===== src/timer_regs_pkg.sv =====
// Register map, field positions and reset values of the timer channel register slice
package timer_regs_pkg;
	localparam int ADDR_W = 8;
	localparam int DATA_W = 32;
	localparam int CNT_W = 16;
	localparam int EVT_W = 3;

	localparam logic [ADDR_W-1:0] OFS_MASK = 8'h00;
	localparam logic [ADDR_W-1:0] OFS_STATUS = 8'h04;
	localparam logic [ADDR_W-1:0] OFS_SNAPSHOT = 8'h08;
	localparam logic [ADDR_W-1:0] OFS_CMP_FIRST = 8'h0C;
	localparam logic [ADDR_W-1:0] OFS_CMP_SECOND = 8'h10;
	localparam logic [ADDR_W-1:0] OFS_CAP_FIRST = 8'h14;

	localparam int BIT_MATCH_FIRST = 0;
	localparam int BIT_MATCH_SECOND = 1;
	localparam int BIT_OVERFLOW = 2;

	localparam logic [EVT_W-1:0] MASK_RESET = 3'h0;
	localparam logic [EVT_W-1:0] FLAG_RESET = 3'h0;
	localparam logic [CNT_W-1:0] CMP_RESET = 16'h0000;
	localparam logic [CNT_W-1:0] SNAP_RESET = 16'h0000;
	localparam logic [CNT_W-1:0] CAP_RESET = 16'h0000;
	localparam logic [DATA_W-1:0] RDATA_RESET = 32'h00000000;
endpackage


===== src/flag_bus_if.sv =====
// Event, clear and flag lines between the register slice and its flag bank
interface flag_bus_if #(parameter int W = 3);
	logic [W-1:0] evt;
	logic [W-1:0] clr;
	logic [W-1:0] flag;
	modport bank (input evt, input clr, output flag);
	modport owner (output evt, output clr, input flag);
endinterface


===== src/timer_channel_regs.sv =====
// APB register slice of one 16-bit timer channel: mask, status, snapshot, compare, capture
// Summary of operation
// - Mask bit 2 is read/write and lets the overflow interrupt through when one.
// - Mask bit 1 is read/write and lets the second compare-match interrupt through when one.
// - Mask bit 0 is read/write and lets the first compare-match interrupt through when one.
// - A status flag is set by its event whatever the mask says.
// - Reading the snapshot register returns the counter value caught at the read in bits 15-0.
// - Two independent read/write 16-bit compare registers are compared with the counter.
// - Counter equal to the first or second compare value on a count step, or an overflow, sets its flag.
// - Reading the status register clears the flags, and writing a one to a status bit also clears that flag.
// - No DMA request leaves for an event whose mask bit is zero, even if DMA is enabled.
module timer_channel_regs
	import timer_regs_pkg::*;
(
	input wire logic pclk,
	input wire logic presetn,
	input wire logic psel,
	input wire logic penable,
	input wire logic pwrite,
	input wire logic [ADDR_W-1:0] paddr,
	input wire logic [DATA_W-1:0] pwdata,
	input wire logic [3:0] pstrb,
	output logic [DATA_W-1:0] prdata,
	output logic pready,
	output logic pslverr,
	input wire logic [CNT_W-1:0] count_value,
	input wire logic count_step,
	input wire logic overflow_pulse,
	input wire logic capture_first_strobe,
	input wire logic [EVT_W-1:0] dma_enable,
	output logic [EVT_W-1:0] event_flags,
	output logic [EVT_W-1:0] dma_request,
	output logic irq
);
	typedef struct packed {
		logic [EVT_W-1:0] mask_r;
		logic [CNT_W-1:0] cmp_first_r;
		logic [CNT_W-1:0] cmp_second_r;
		logic [CNT_W-1:0] cap_first_r;
		logic [DATA_W-1:0] prdata_r;
	} regs_state_t;

	regs_state_t st_r;
	regs_state_t st_nxt;

	flag_bus_if #(.W(EVT_W)) fb ();

	logic setup_ph;
	logic access_ph;
	logic mapped;
	logic wr_done;
	logic rd_done;
	logic [EVT_W-1:0] events;
	logic [EVT_W-1:0] wr_clear;
	logic [EVT_W-1:0] rd_clear;
	logic [DATA_W-1:0] rd_word;

	event_flag_bank #(.W(EVT_W)) u_flags (
		.pclk(pclk),
		.presetn(presetn),
		.fb(fb)
	);

	assign setup_ph = psel & ~penable;
	assign access_ph = psel & penable;
	assign mapped = (paddr == OFS_MASK) || (paddr == OFS_STATUS) ||
		(paddr == OFS_SNAPSHOT) || (paddr == OFS_CMP_FIRST) ||
		(paddr == OFS_CMP_SECOND) || (paddr == OFS_CAP_FIRST);
	assign wr_done = access_ph & pwrite & mapped;
	assign rd_done = access_ph & ~pwrite & mapped;

	// compare match on each counter step, overflow from the counter
	always_comb begin
		events = '0;
		events[BIT_MATCH_FIRST] = count_step & (count_value == st_r.cmp_first_r);
		events[BIT_MATCH_SECOND] = count_step & (count_value == st_r.cmp_second_r);
		events[BIT_OVERFLOW] = overflow_pulse;
	end

	// status read clears, write of one clears as well
	assign rd_clear = (rd_done && paddr == OFS_STATUS) ? {EVT_W{1'b1}} : '0;
	assign wr_clear = (wr_done && paddr == OFS_STATUS && pstrb[0]) ? pwdata[EVT_W-1:0] : '0;

	assign fb.evt = events;
	assign fb.clr = rd_clear | wr_clear;

	// Read word assembled in the setup phase, upper bits zero
	always_comb begin
		rd_word = '0;
		unique case (paddr)
			OFS_MASK: rd_word[EVT_W-1:0] = st_r.mask_r;
			OFS_STATUS: rd_word[EVT_W-1:0] = fb.flag;
			OFS_SNAPSHOT: rd_word[CNT_W-1:0] = count_value;
			OFS_CMP_FIRST: rd_word[CNT_W-1:0] = st_r.cmp_first_r;
			OFS_CMP_SECOND: rd_word[CNT_W-1:0] = st_r.cmp_second_r;
			OFS_CAP_FIRST: rd_word[CNT_W-1:0] = st_r.cap_first_r;
			default: rd_word = '0;
		endcase
	end

	always_comb begin
		st_nxt = st_r;
		// Read data latched at the setup edge, so the snapshot holds the counter at the read
		if (setup_ph && !pwrite) begin
			st_nxt.prdata_r = rd_word;
		end
		if (capture_first_strobe) begin
			st_nxt.cap_first_r = count_value;
		end
		if (wr_done) begin
			unique case (paddr)
				OFS_MASK: begin
					if (pstrb[0]) begin
						st_nxt.mask_r = pwdata[EVT_W-1:0];
					end
				end
				OFS_CMP_FIRST: begin
					// first compare value, byte lanes honoured
					if (pstrb[0]) begin
						st_nxt.cmp_first_r[7:0] = pwdata[7:0];
					end
					if (pstrb[1]) begin
						st_nxt.cmp_first_r[15:8] = pwdata[15:8];
					end
				end
				OFS_CMP_SECOND: begin
					// second compare value, byte lanes honoured
					if (pstrb[0]) begin
						st_nxt.cmp_second_r[7:0] = pwdata[7:0];
					end
					if (pstrb[1]) begin
						st_nxt.cmp_second_r[15:8] = pwdata[15:8];
					end
				end
				default: begin
				end
			endcase
		end
	end

	always_ff @(posedge pclk or negedge presetn) begin
		if (!presetn) begin
			st_r.mask_r <= MASK_RESET;
			st_r.cmp_first_r <= CMP_RESET;
			st_r.cmp_second_r <= CMP_RESET;
			st_r.cap_first_r <= CAP_RESET;
			st_r.prdata_r <= RDATA_RESET;
		end else begin
			st_r <= st_nxt;
		end
	end

	assign prdata = st_r.prdata_r;
	assign pready = 1'b1;
	assign pslverr = access_ph & ~mapped;
	assign event_flags = fb.flag;
	// flags set regardless of mask; mask gates only the request
	assign irq = |(fb.flag & st_r.mask_r);
	// DMA request gated by the mask
	assign dma_request = events & st_r.mask_r & dma_enable;
endmodule


===== src/event_flag_bank.sv =====
// Sticky event flags, set by hardware events and cleared by software
module event_flag_bank
	import timer_regs_pkg::*;
#(
	parameter int W = 3
) (
	input wire logic pclk,
	input wire logic presetn,
	flag_bus_if.bank fb
);
	typedef struct packed {
		logic [W-1:0] flag_r;
	} bank_state_t;

	bank_state_t st_r;
	bank_state_t st_nxt;

	always_comb begin
		st_nxt = st_r;
		st_nxt.flag_r = (st_r.flag_r & ~fb.clr) | fb.evt;
	end

	always_ff @(posedge pclk or negedge presetn) begin
		if (!presetn) begin
			st_r <= '0;
		end else begin
			st_r <= st_nxt;
		end
	end

	assign fb.flag = st_r.flag_r;
endmodule


===== config.mk =====
export PLATFORM = sky130hd
export DESIGN_NAME = timer_channel_regs
export DESIGN_NICKNAME = d
export VERILOG_FILES = /design/src/timer_regs_pkg.sv /design/src/flag_bus_if.sv /design/src/timer_channel_regs.sv /design/src/event_flag_bank.sv
export SDC_FILE = /design/constraint.sdc
export NUM_CORES = 1
export LEC_CHECK = 0
export BUFFER_PORTS_ARGS = -buffer_cell sky130_fd_sc_hd__buf_4
export CORE_MARGIN = 2
export CORE_UTILIZATION = 39
export CTS_CLUSTER_SIZE = 8
export DETAILED_ROUTE_END_ITERATION = 6
export HOLD_SLACK_MARGIN = 0.03
export PLACE_DENSITY_LB_ADDON = 0.12
export SLEW_MARGIN = 10
export SYNTH_ARGS = -nofsm -noshare
export SYNTH_HDL_FRONTEND = slang
export SYNTH_SLANG_ARGS = --single-unit

===== constraint.sdc =====
create_clock -name pclk -period 2.45 [get_ports pclk]
set_clock_uncertainty 0.1 [all_clocks]
set_input_delay 0.49 -clock pclk [delete_from_list [all_inputs] [get_ports pclk]]
set_output_delay 0.49 -clock pclk [all_outputs]
set_load 0.005 [all_outputs]

==> results.sh, run 1 <==
export IMPL_syn_inst=348
export IMPL_synth_seq_area_share_pct=44.4
export IMPL_start_util_pct=40.4
export IMPL_gp_congestion=0.824
export IMPL_die_h_um=105
export IMPL_finalNonFillerCells=559
export IMPL_final_common_cell="buf_4"
export IMPL_clkLatencyLatePin_ns=0.34
export IMPL_ff2ff_setup_slack_ns=0.94
export IMPL_worstPathArrival_ns=1.80
export IMPL_drtIter0Drc=169
export IMPL_required_ns=1.86
export IMPL_cp_end_kind="output pin"
export IMPL_cp_start_kind="flip-flop"
export IMPL_p_per_area_mw_per_mm2=524
export IMPL_period_minus_slack_ns=2.39
export IMPL_root_buffer="clkbuf_8"
export IMPL_vias_per_cell=5.19
export IMPL_maxCapViolations=0
export IMPL_outcome="completed"
export IMPL_grt_ovfl_total=0
export IMPL_clkTransAtPathRegs_ns=0.08
export IMPL_grt_antenna_before_repair=0
export IMPL_drive_gt1_share_pct=41.5
export IMPL_grt_pass1_vias=2843
export IMPL_netlist_area_mm2=0.00395
export IMPL_n_fill_cell=937
export IMPL_cts_tree="done"
export IMPL_maxSlewViolCount=0
export IMPL_dpl_hpwl_um=7160
export IMPL_finalPower_mw=2.52
export IMPL_synth_ff_type="dfrtp_1"
export IMPL_route_vias_total=2900
export IMPL_nNetsFinal=492
export IMPL_cp_max_fo=3
export IMPL_path_class="flip-flop to output pin"
export IMPL_post_drt_wl_per_cell_um=18.3
export IMPL_gr_usage_all_layers_pct=19.1
export IMPL_rsz0062_at_grt="yes"
export IMPL_avgSynthCellArea_um2=11.3
export IMPL_pin_count=112
export IMPL_synth_cell_types=42
export IMPL_timing_slew_headroom_pct=65.4
export IMPL_grt_first_pass_wirelength_um=16200
export IMPL_setup_viol=0
export IMPL_fmax_mhz=419
export IMPL_hold_viol_final=0
export IMPL_period_share_pct=97.4
export IMPL_placementRows=36
export IMPL_p_leak_nw=2.33
export IMPL_h_tree_depth=3
export IMPL_placedCellCount=539
export IMPL_yosysWarnings=0
export IMPL_io_buffers=76
export IMPL_dieArea_mm2=0.0109
export IMPL_synth_edf_count=0
export IMPL_worst_pin_slew_ns=0.519
export IMPL_most_common_layout_cells="buf_4 (97), dfrtp_1 (70), mux2_2 (44)"
export IMPL_die_x_um=105
export IMPL_final_setup_tns_ns=0
export IMPL_cts_max_path_buffers=2
export IMPL_cts_buffers=9
export IMPL_insertedDiodeCount=0
export IMPL_drc=0
export IMPL_synth_seq_cells=70
export IMPL_ant_nets=0
export IMPL_area_growth_pct=22.1
export IMPL_wl_um=10300
export IMPL_grt_max_degree=45
export IMPL_ir_drop_v=0.000278
export IMPL_core_area_mm2=0.00977
export IMPL_min_path_type="input pin to flip-flop"
export IMPL_clock_sinks=70
export IMPL_first_pass_iters=6
export IMPL_async_flop_share_pct=100
## worst max-delay path: stages, from the launching register on
cell	delay, ns
dfrtp_1	0.41
xor2_1	0.18
nor4_1	0.28
buf_4	0.16
nand4_1	0.14
nor3_2	0.14
buf_4	0.13
## logic make-up (layout without fill, tap and decap cells)
family	count (synthesis)	in the layout	synth area share [%]
multiplexers	71	71	20.7
AO/OA/AOI/OAI	49	49	8.66
flip-flops	70	70	44.4
AND/OR/NAND/NOR	66	66	9.77
buffers and inverters	57	120	8.91
XOR/XNOR	33	33	7.33
other	2	17	0.190
## sequential cells by signal, summed over array words and instances (netlist names)
name and cells:
prdata 16, st_r 51, u_flags.fb.flag 3
## worst paths after layout
check / start / endpoint / depth (start not counted)
max: st_r[54] / dma_request[1] / 6
min: overflow_pulse / u_flags.fb.flag[2] / 2
max reg2reg: st_r[54] / u_flags.fb.flag[1] / 5
min reg2reg: prdata[2] / prdata[2] / 2
max in group asynchronous: presetn / prdata[7] / 3
min in group asynchronous: presetn / st_r[46] / 2
## layout make-up
cell class | count | area, um^2 | area share (%)
flip-flops and latches | 70 | 1750 | 36.4
multi-input cells | 236 | 1930 | 40.0
well taps | 133 | 166 | 3.45
clock inverters | 7 | 72.6 | 1.51
inverters | 5 | 18.8 | 0.390
clock buffers | 9 | 124 | 2.57
repair buffers | 99 | 758 | 15.7
## synthesized netlist by cell type, types with 2 or more instances
| master | count | area, um^2 |
|---|---|---|
| buf_2 | 5 | 25.0 |
| mux2_2 | 44 | 495 |
| nor2_1 | 9 | 33.8 |
| xnor2_1 | 2 | 17.5 |
| inv_1 | 5 | 18.8 |
| nor3_1 | 7 | 35.0 |
| mux2_4 | 8 | 120 |
| nand2b_1 | 2 | 12.5 |
| nand3b_1 | 2 | 15.0 |
| dfrtp_1 | 70 | 1750 |
| o211ai_1 | 10 | 75.1 |
| or4_1 | 2 | 15.0 |
| nor4_1 | 6 | 37.5 |
| nand2_1 | 14 | 52.6 |
| a21oi_1 | 8 | 40.0 |
| nand4_1 | 5 | 31.3 |
| xor2_1 | 31 | 272 |
| o21ai_0 | 4 | 20.0 |
| o22ai_1 | 9 | 56.3 |
| clkbuf_1 | 11 | 41.3 |
| or3_1 | 3 | 18.8 |
| or4b_1 | 2 | 20.0 |
| conb_1 | 2 | 7.51 |
| buf_4 | 33 | 248 |
| buf_1 | 2 | 7.51 |
| nand3_1 | 6 | 30.0 |
| a2bb2oi_1 | 13 | 114 |
| o21ai_1 | 2 | 10.0 |
| mux2i_1 | 18 | 180 |
## power by group
part           internal (mW)  switching [mW]
clock                  0.472           0.476
combinational          0.176           0.163
sequential              1.20          0.0306
total                   1.85           0.670
## layer usage
| metal | up-vias | part of all wire (%) | global-route usage (%) |
|---|---|---|---|
| li1 | 1358 | - | - |
| met1 | 1441 | 48 | 27.7 |
| met2 | 89 | 46 | 29.7 |
| met3 | 12 | 4.6 | 3.37 |
| met4 | 0 | 0.98 | 4.67 |
| met5 | - | 0 | 0 |
## through the flow
stage	util (%)	instance area (um^2)	hold slack [ns]	setup slack, ns
floorplan	-	4000	0.0944	0.163
global placement	46.7	4570	0.339	0.0319
detailed placement	46.7	4570	0.340	0.00616
CTS	48.9	4780	0.236	0.0123
global route	49.3	4820	0.237	-0.0372
finish	49.3	4820	0.246	0.0630
## repair_timing
action	in CTS	in global routing
setup buffers	0	3
pin swaps	2	1
hold buffers	1	0
endpoints found under the hold margin	26	0
endpoints found under the setup margin	2	2
gates resized for setup	1	3
Note: power is estimated with default switching activity, not from simulation.
==> inputs of run 2 (changes only) <==
- ABC_AREA: not set -> 1
- MAX_ROUTING_LAYER: not set -> met4
==> run 2 against run 1 <==
Global-route usage rose by 1.6 points. Clock power rose by 11%. Worst setup slack gained 0.087 ns. Register-to-register slack improved by 0.12 ns. Wire length is 5.1% higher. Count of clock-buffer cells in the layout is the same. Combinational power down 25%.
==> results.sh, run 2 <==
export IMPL_ant_nets=0
export IMPL_post_drt_wl_per_cell_um=15.0
export IMPL_async_flop_share_pct=100
export IMPL_avgSynthCellArea_um2=7.88
export IMPL_cts_buffers=9
export IMPL_most_common_layout_cells="nand2_1 (165), buf_4 (83), dfrtp_1 (70)"
export IMPL_synth_ff_type="dfrtp_1"
export IMPL_nNetsFinal=647
export IMPL_cp_num_cells=7
export IMPL_cp_slowest_stage_delay_ns=0.40
export IMPL_slowest_stage="dfrtp_1"
export IMPL_dieArea_mm2=0.0112
export IMPL_ir_drop_v=0.000277
export IMPL_setup_viol=0
export IMPL_outcome="completed"
export IMPL_period_share_pct=93.9
export IMPL_area_growth_pct=19.6
export IMPL_crit_path_cell_trace="xor2_1 -> a21oi_1 -> o2111ai_1 -> nor2_1 -> nand3_1 -> nor2_1 -> buf_4"
export IMPL_start_util_pct=39.6
export IMPL_netlist_area_mm2=0.00403
export IMPL_fmax_mhz=435
export IMPL_core_area_mm2=0.0102
export IMPL_worstPathArrival_ns=1.71
export IMPL_final_setup_tns_ns=0
export IMPL_maxSlewViolCount=0
export IMPL_h_tree_depth=3
export IMPL_gp_congestion=0.845
export IMPL_crit_top_cell="nor2_1"
export IMPL_p_per_area_mw_per_mm2=519
export IMPL_io_buffers=76
export IMPL_period_minus_slack_ns=2.30
export IMPL_register_area_mm2=0.00175
export IMPL_final_common_cell="nand2_1"
export IMPL_post_place_ws_ns=0.221
export IMPL_drtIter0Drc=172
export IMPL_regMostFlops="st_r"
export IMPL_finalNonFillerCells=717
export IMPL_cp_max_fo=3
export IMPL_fin_util_pct=47.4
export IMPL_timing_hold_ws_ns=0.246
export IMPL_grt_antenna_before_repair=0
export IMPL_p_leak_nw=2.41
export IMPL_layout_setup_ws_ns=0.150
export IMPL_dpl_hpwl_um=7760
export IMPL_synth_seq_area_share_pct=43.4
export IMPL_cp_start_kind="flip-flop"
export IMPL_synth_top_area_cell="dfrtp_1"
export IMPL_worstHoldPathCells=3
export IMPL_gr_usage_all_layers_pct=20.7
export IMPL_synth_cell_types=33
export IMPL_rr_worst_depth=6
export IMPL_syn_inst=512
export IMPL_critical_path_top_delay_family="flip-flops"
export IMPL_vias_per_cell=4.82
export IMPL_first_pass_iters=4
export IMPL_die_x_um=106
export IMPL_multi_input_area_mm2=0.00182
export IMPL_cp_end_kind="output pin"
export IMPL_root_buffer="clkbuf_8"
export IMPL_grt_ovfl_total=0
export IMPL_n_fill_cell=1064
export IMPL_drive_gt1_share_pct=23.1
export IMPL_cts_max_path_buffers=2
export IMPL_largest_register_ffs=51
export IMPL_worst_pin_slew_ns=0.570
export IMPL_placementRows=37
export IMPL_crit_buf_inv=1
export IMPL_grt_pass1_vias=3453
export IMPL_timing_slew_headroom_pct=61.8
export IMPL_synth_common_cells="nand2_1 (165), dfrtp_1 (70), inv_1 (52)"
export IMPL_yosysWarnings=0
export IMPL_hold_viol_final=0
export IMPL_wl_um=10800
export IMPL_die_h_um=106
export IMPL_insertedDiodeCount=0
export IMPL_yosysTopAreaCellShare_pct=43.4
export IMPL_clkLatencyLatePin_ns=0.34
export IMPL_synth_edf_count=0
export IMPL_cts_tree="done"
export IMPL_clock_sinks=70
export IMPL_grt_max_degree=37
export IMPL_min_path_type="input pin to flip-flop"
export IMPL_route_vias_total=3456
export IMPL_required_ns=1.86
export IMPL_maxCapViolations=0
export IMPL_ys_top_cells_by_area="dfrtp_1 (43%), nand2_1 (15%), buf_4 (6.3%), inv_1 (4.8%), o21ai_1 (4.3%)"
export IMPL_placedCellCount=700
export IMPL_pin_count=112
export IMPL_synth_seq_cells=70
export IMPL_clkTransAtPathRegs_ns=0.08
export IMPL_yosysMostFrequentCell="nand2_1"
export IMPL_drc=0
export IMPL_path_class="flip-flop to output pin"
export IMPL_grt_first_pass_wirelength_um=17300
[run 2: changes by cell type after synthesis, moves of 18 or more]
cell     previous run  this run
inv_1               5        52
mux2_2             44         6
mux2i_1            18         0
nand2_1            14       165
nor2_1              9        29
o21ai_1             2        35
xor2_1             31         6
[run 2: cell families after synthesis]
logic type	after synthesis	share of synthesized area, %
xor+xnor	13	2.82
other cells	2	0.186
flops	70	43.4
buf+inv	102	13.2
compound gates	89	13.2
mux	6	1.67
simple gates	230	25.5
[run 2: stage by stage]
step                      total power [mW]  cell area, um^2
final                                 2.50             4820
after floorplan                       1.35             4090
after detailed placement              1.48             4580
after global placement                1.48             4580
after CTS                             2.54             4810
after global routing                  2.61             4820
[run 2: worst min-delay path: stages]
cell     delay, ns
buf_4         0.08
inv_1         0.04
nand2_1       0.05
[run 2: path summary, 6_finish.rpt]
path / start / slack (ns) / to
setup reg to reg: st_r[62] / 1.06 / u_flags.fb.flag[1]
hold / removal: overflow_pulse / 0.25 / u_flags.fb.flag[2]
max in group asynchronous: presetn / 1.15 / st_r[52]
min in group asynchronous: presetn / 0.54 / st_r[63]
hold reg to reg: prdata[6] / 0.39 / prdata[6]
setup / recovery: st_r[62] / 0.15 / dma_request[1]
[run 2: power breakdown]
part / switching (mW) / internal, mW
Combinational: 0.139 / 0.117
Sequential: 0.0155 / 1.19
Clock: 0.470 / 0.576
Total: 0.624 / 1.88
[run 2: final cells by class]
class                           count  share of cell area (%)
Clock inverter                      7                    2.02
Inverter                           55                    4.28
Clock buffer                        9                    2.57
Multi-Input combinational cell    355                    37.8
Tap cell                          136                    3.53
Sequential cell                    70                    36.3
Timing Repair Buffer               85                    13.5
[run 2: metal layers]
| metal | track usage, % | wire [um] |
|---|---|---|
| met4 | 5.08 | 97 |
| met5 | - | 0 |
| met3 | 4.51 | 545 |
| met2 | 34.1 | 5320 |
| met1 | 26.0 | 4810 |
[run 2: what timing repair did]
| action | CTS | global route |
|---|---|---|
| setup buffers | 0 | 0 |
| hold buffers | 1 | 0 |
| endpoints found under the hold margin | 35 | 0 |
| setup endpoints to repair | 0 | 1 |
| resized for setup | 0 | 3 |
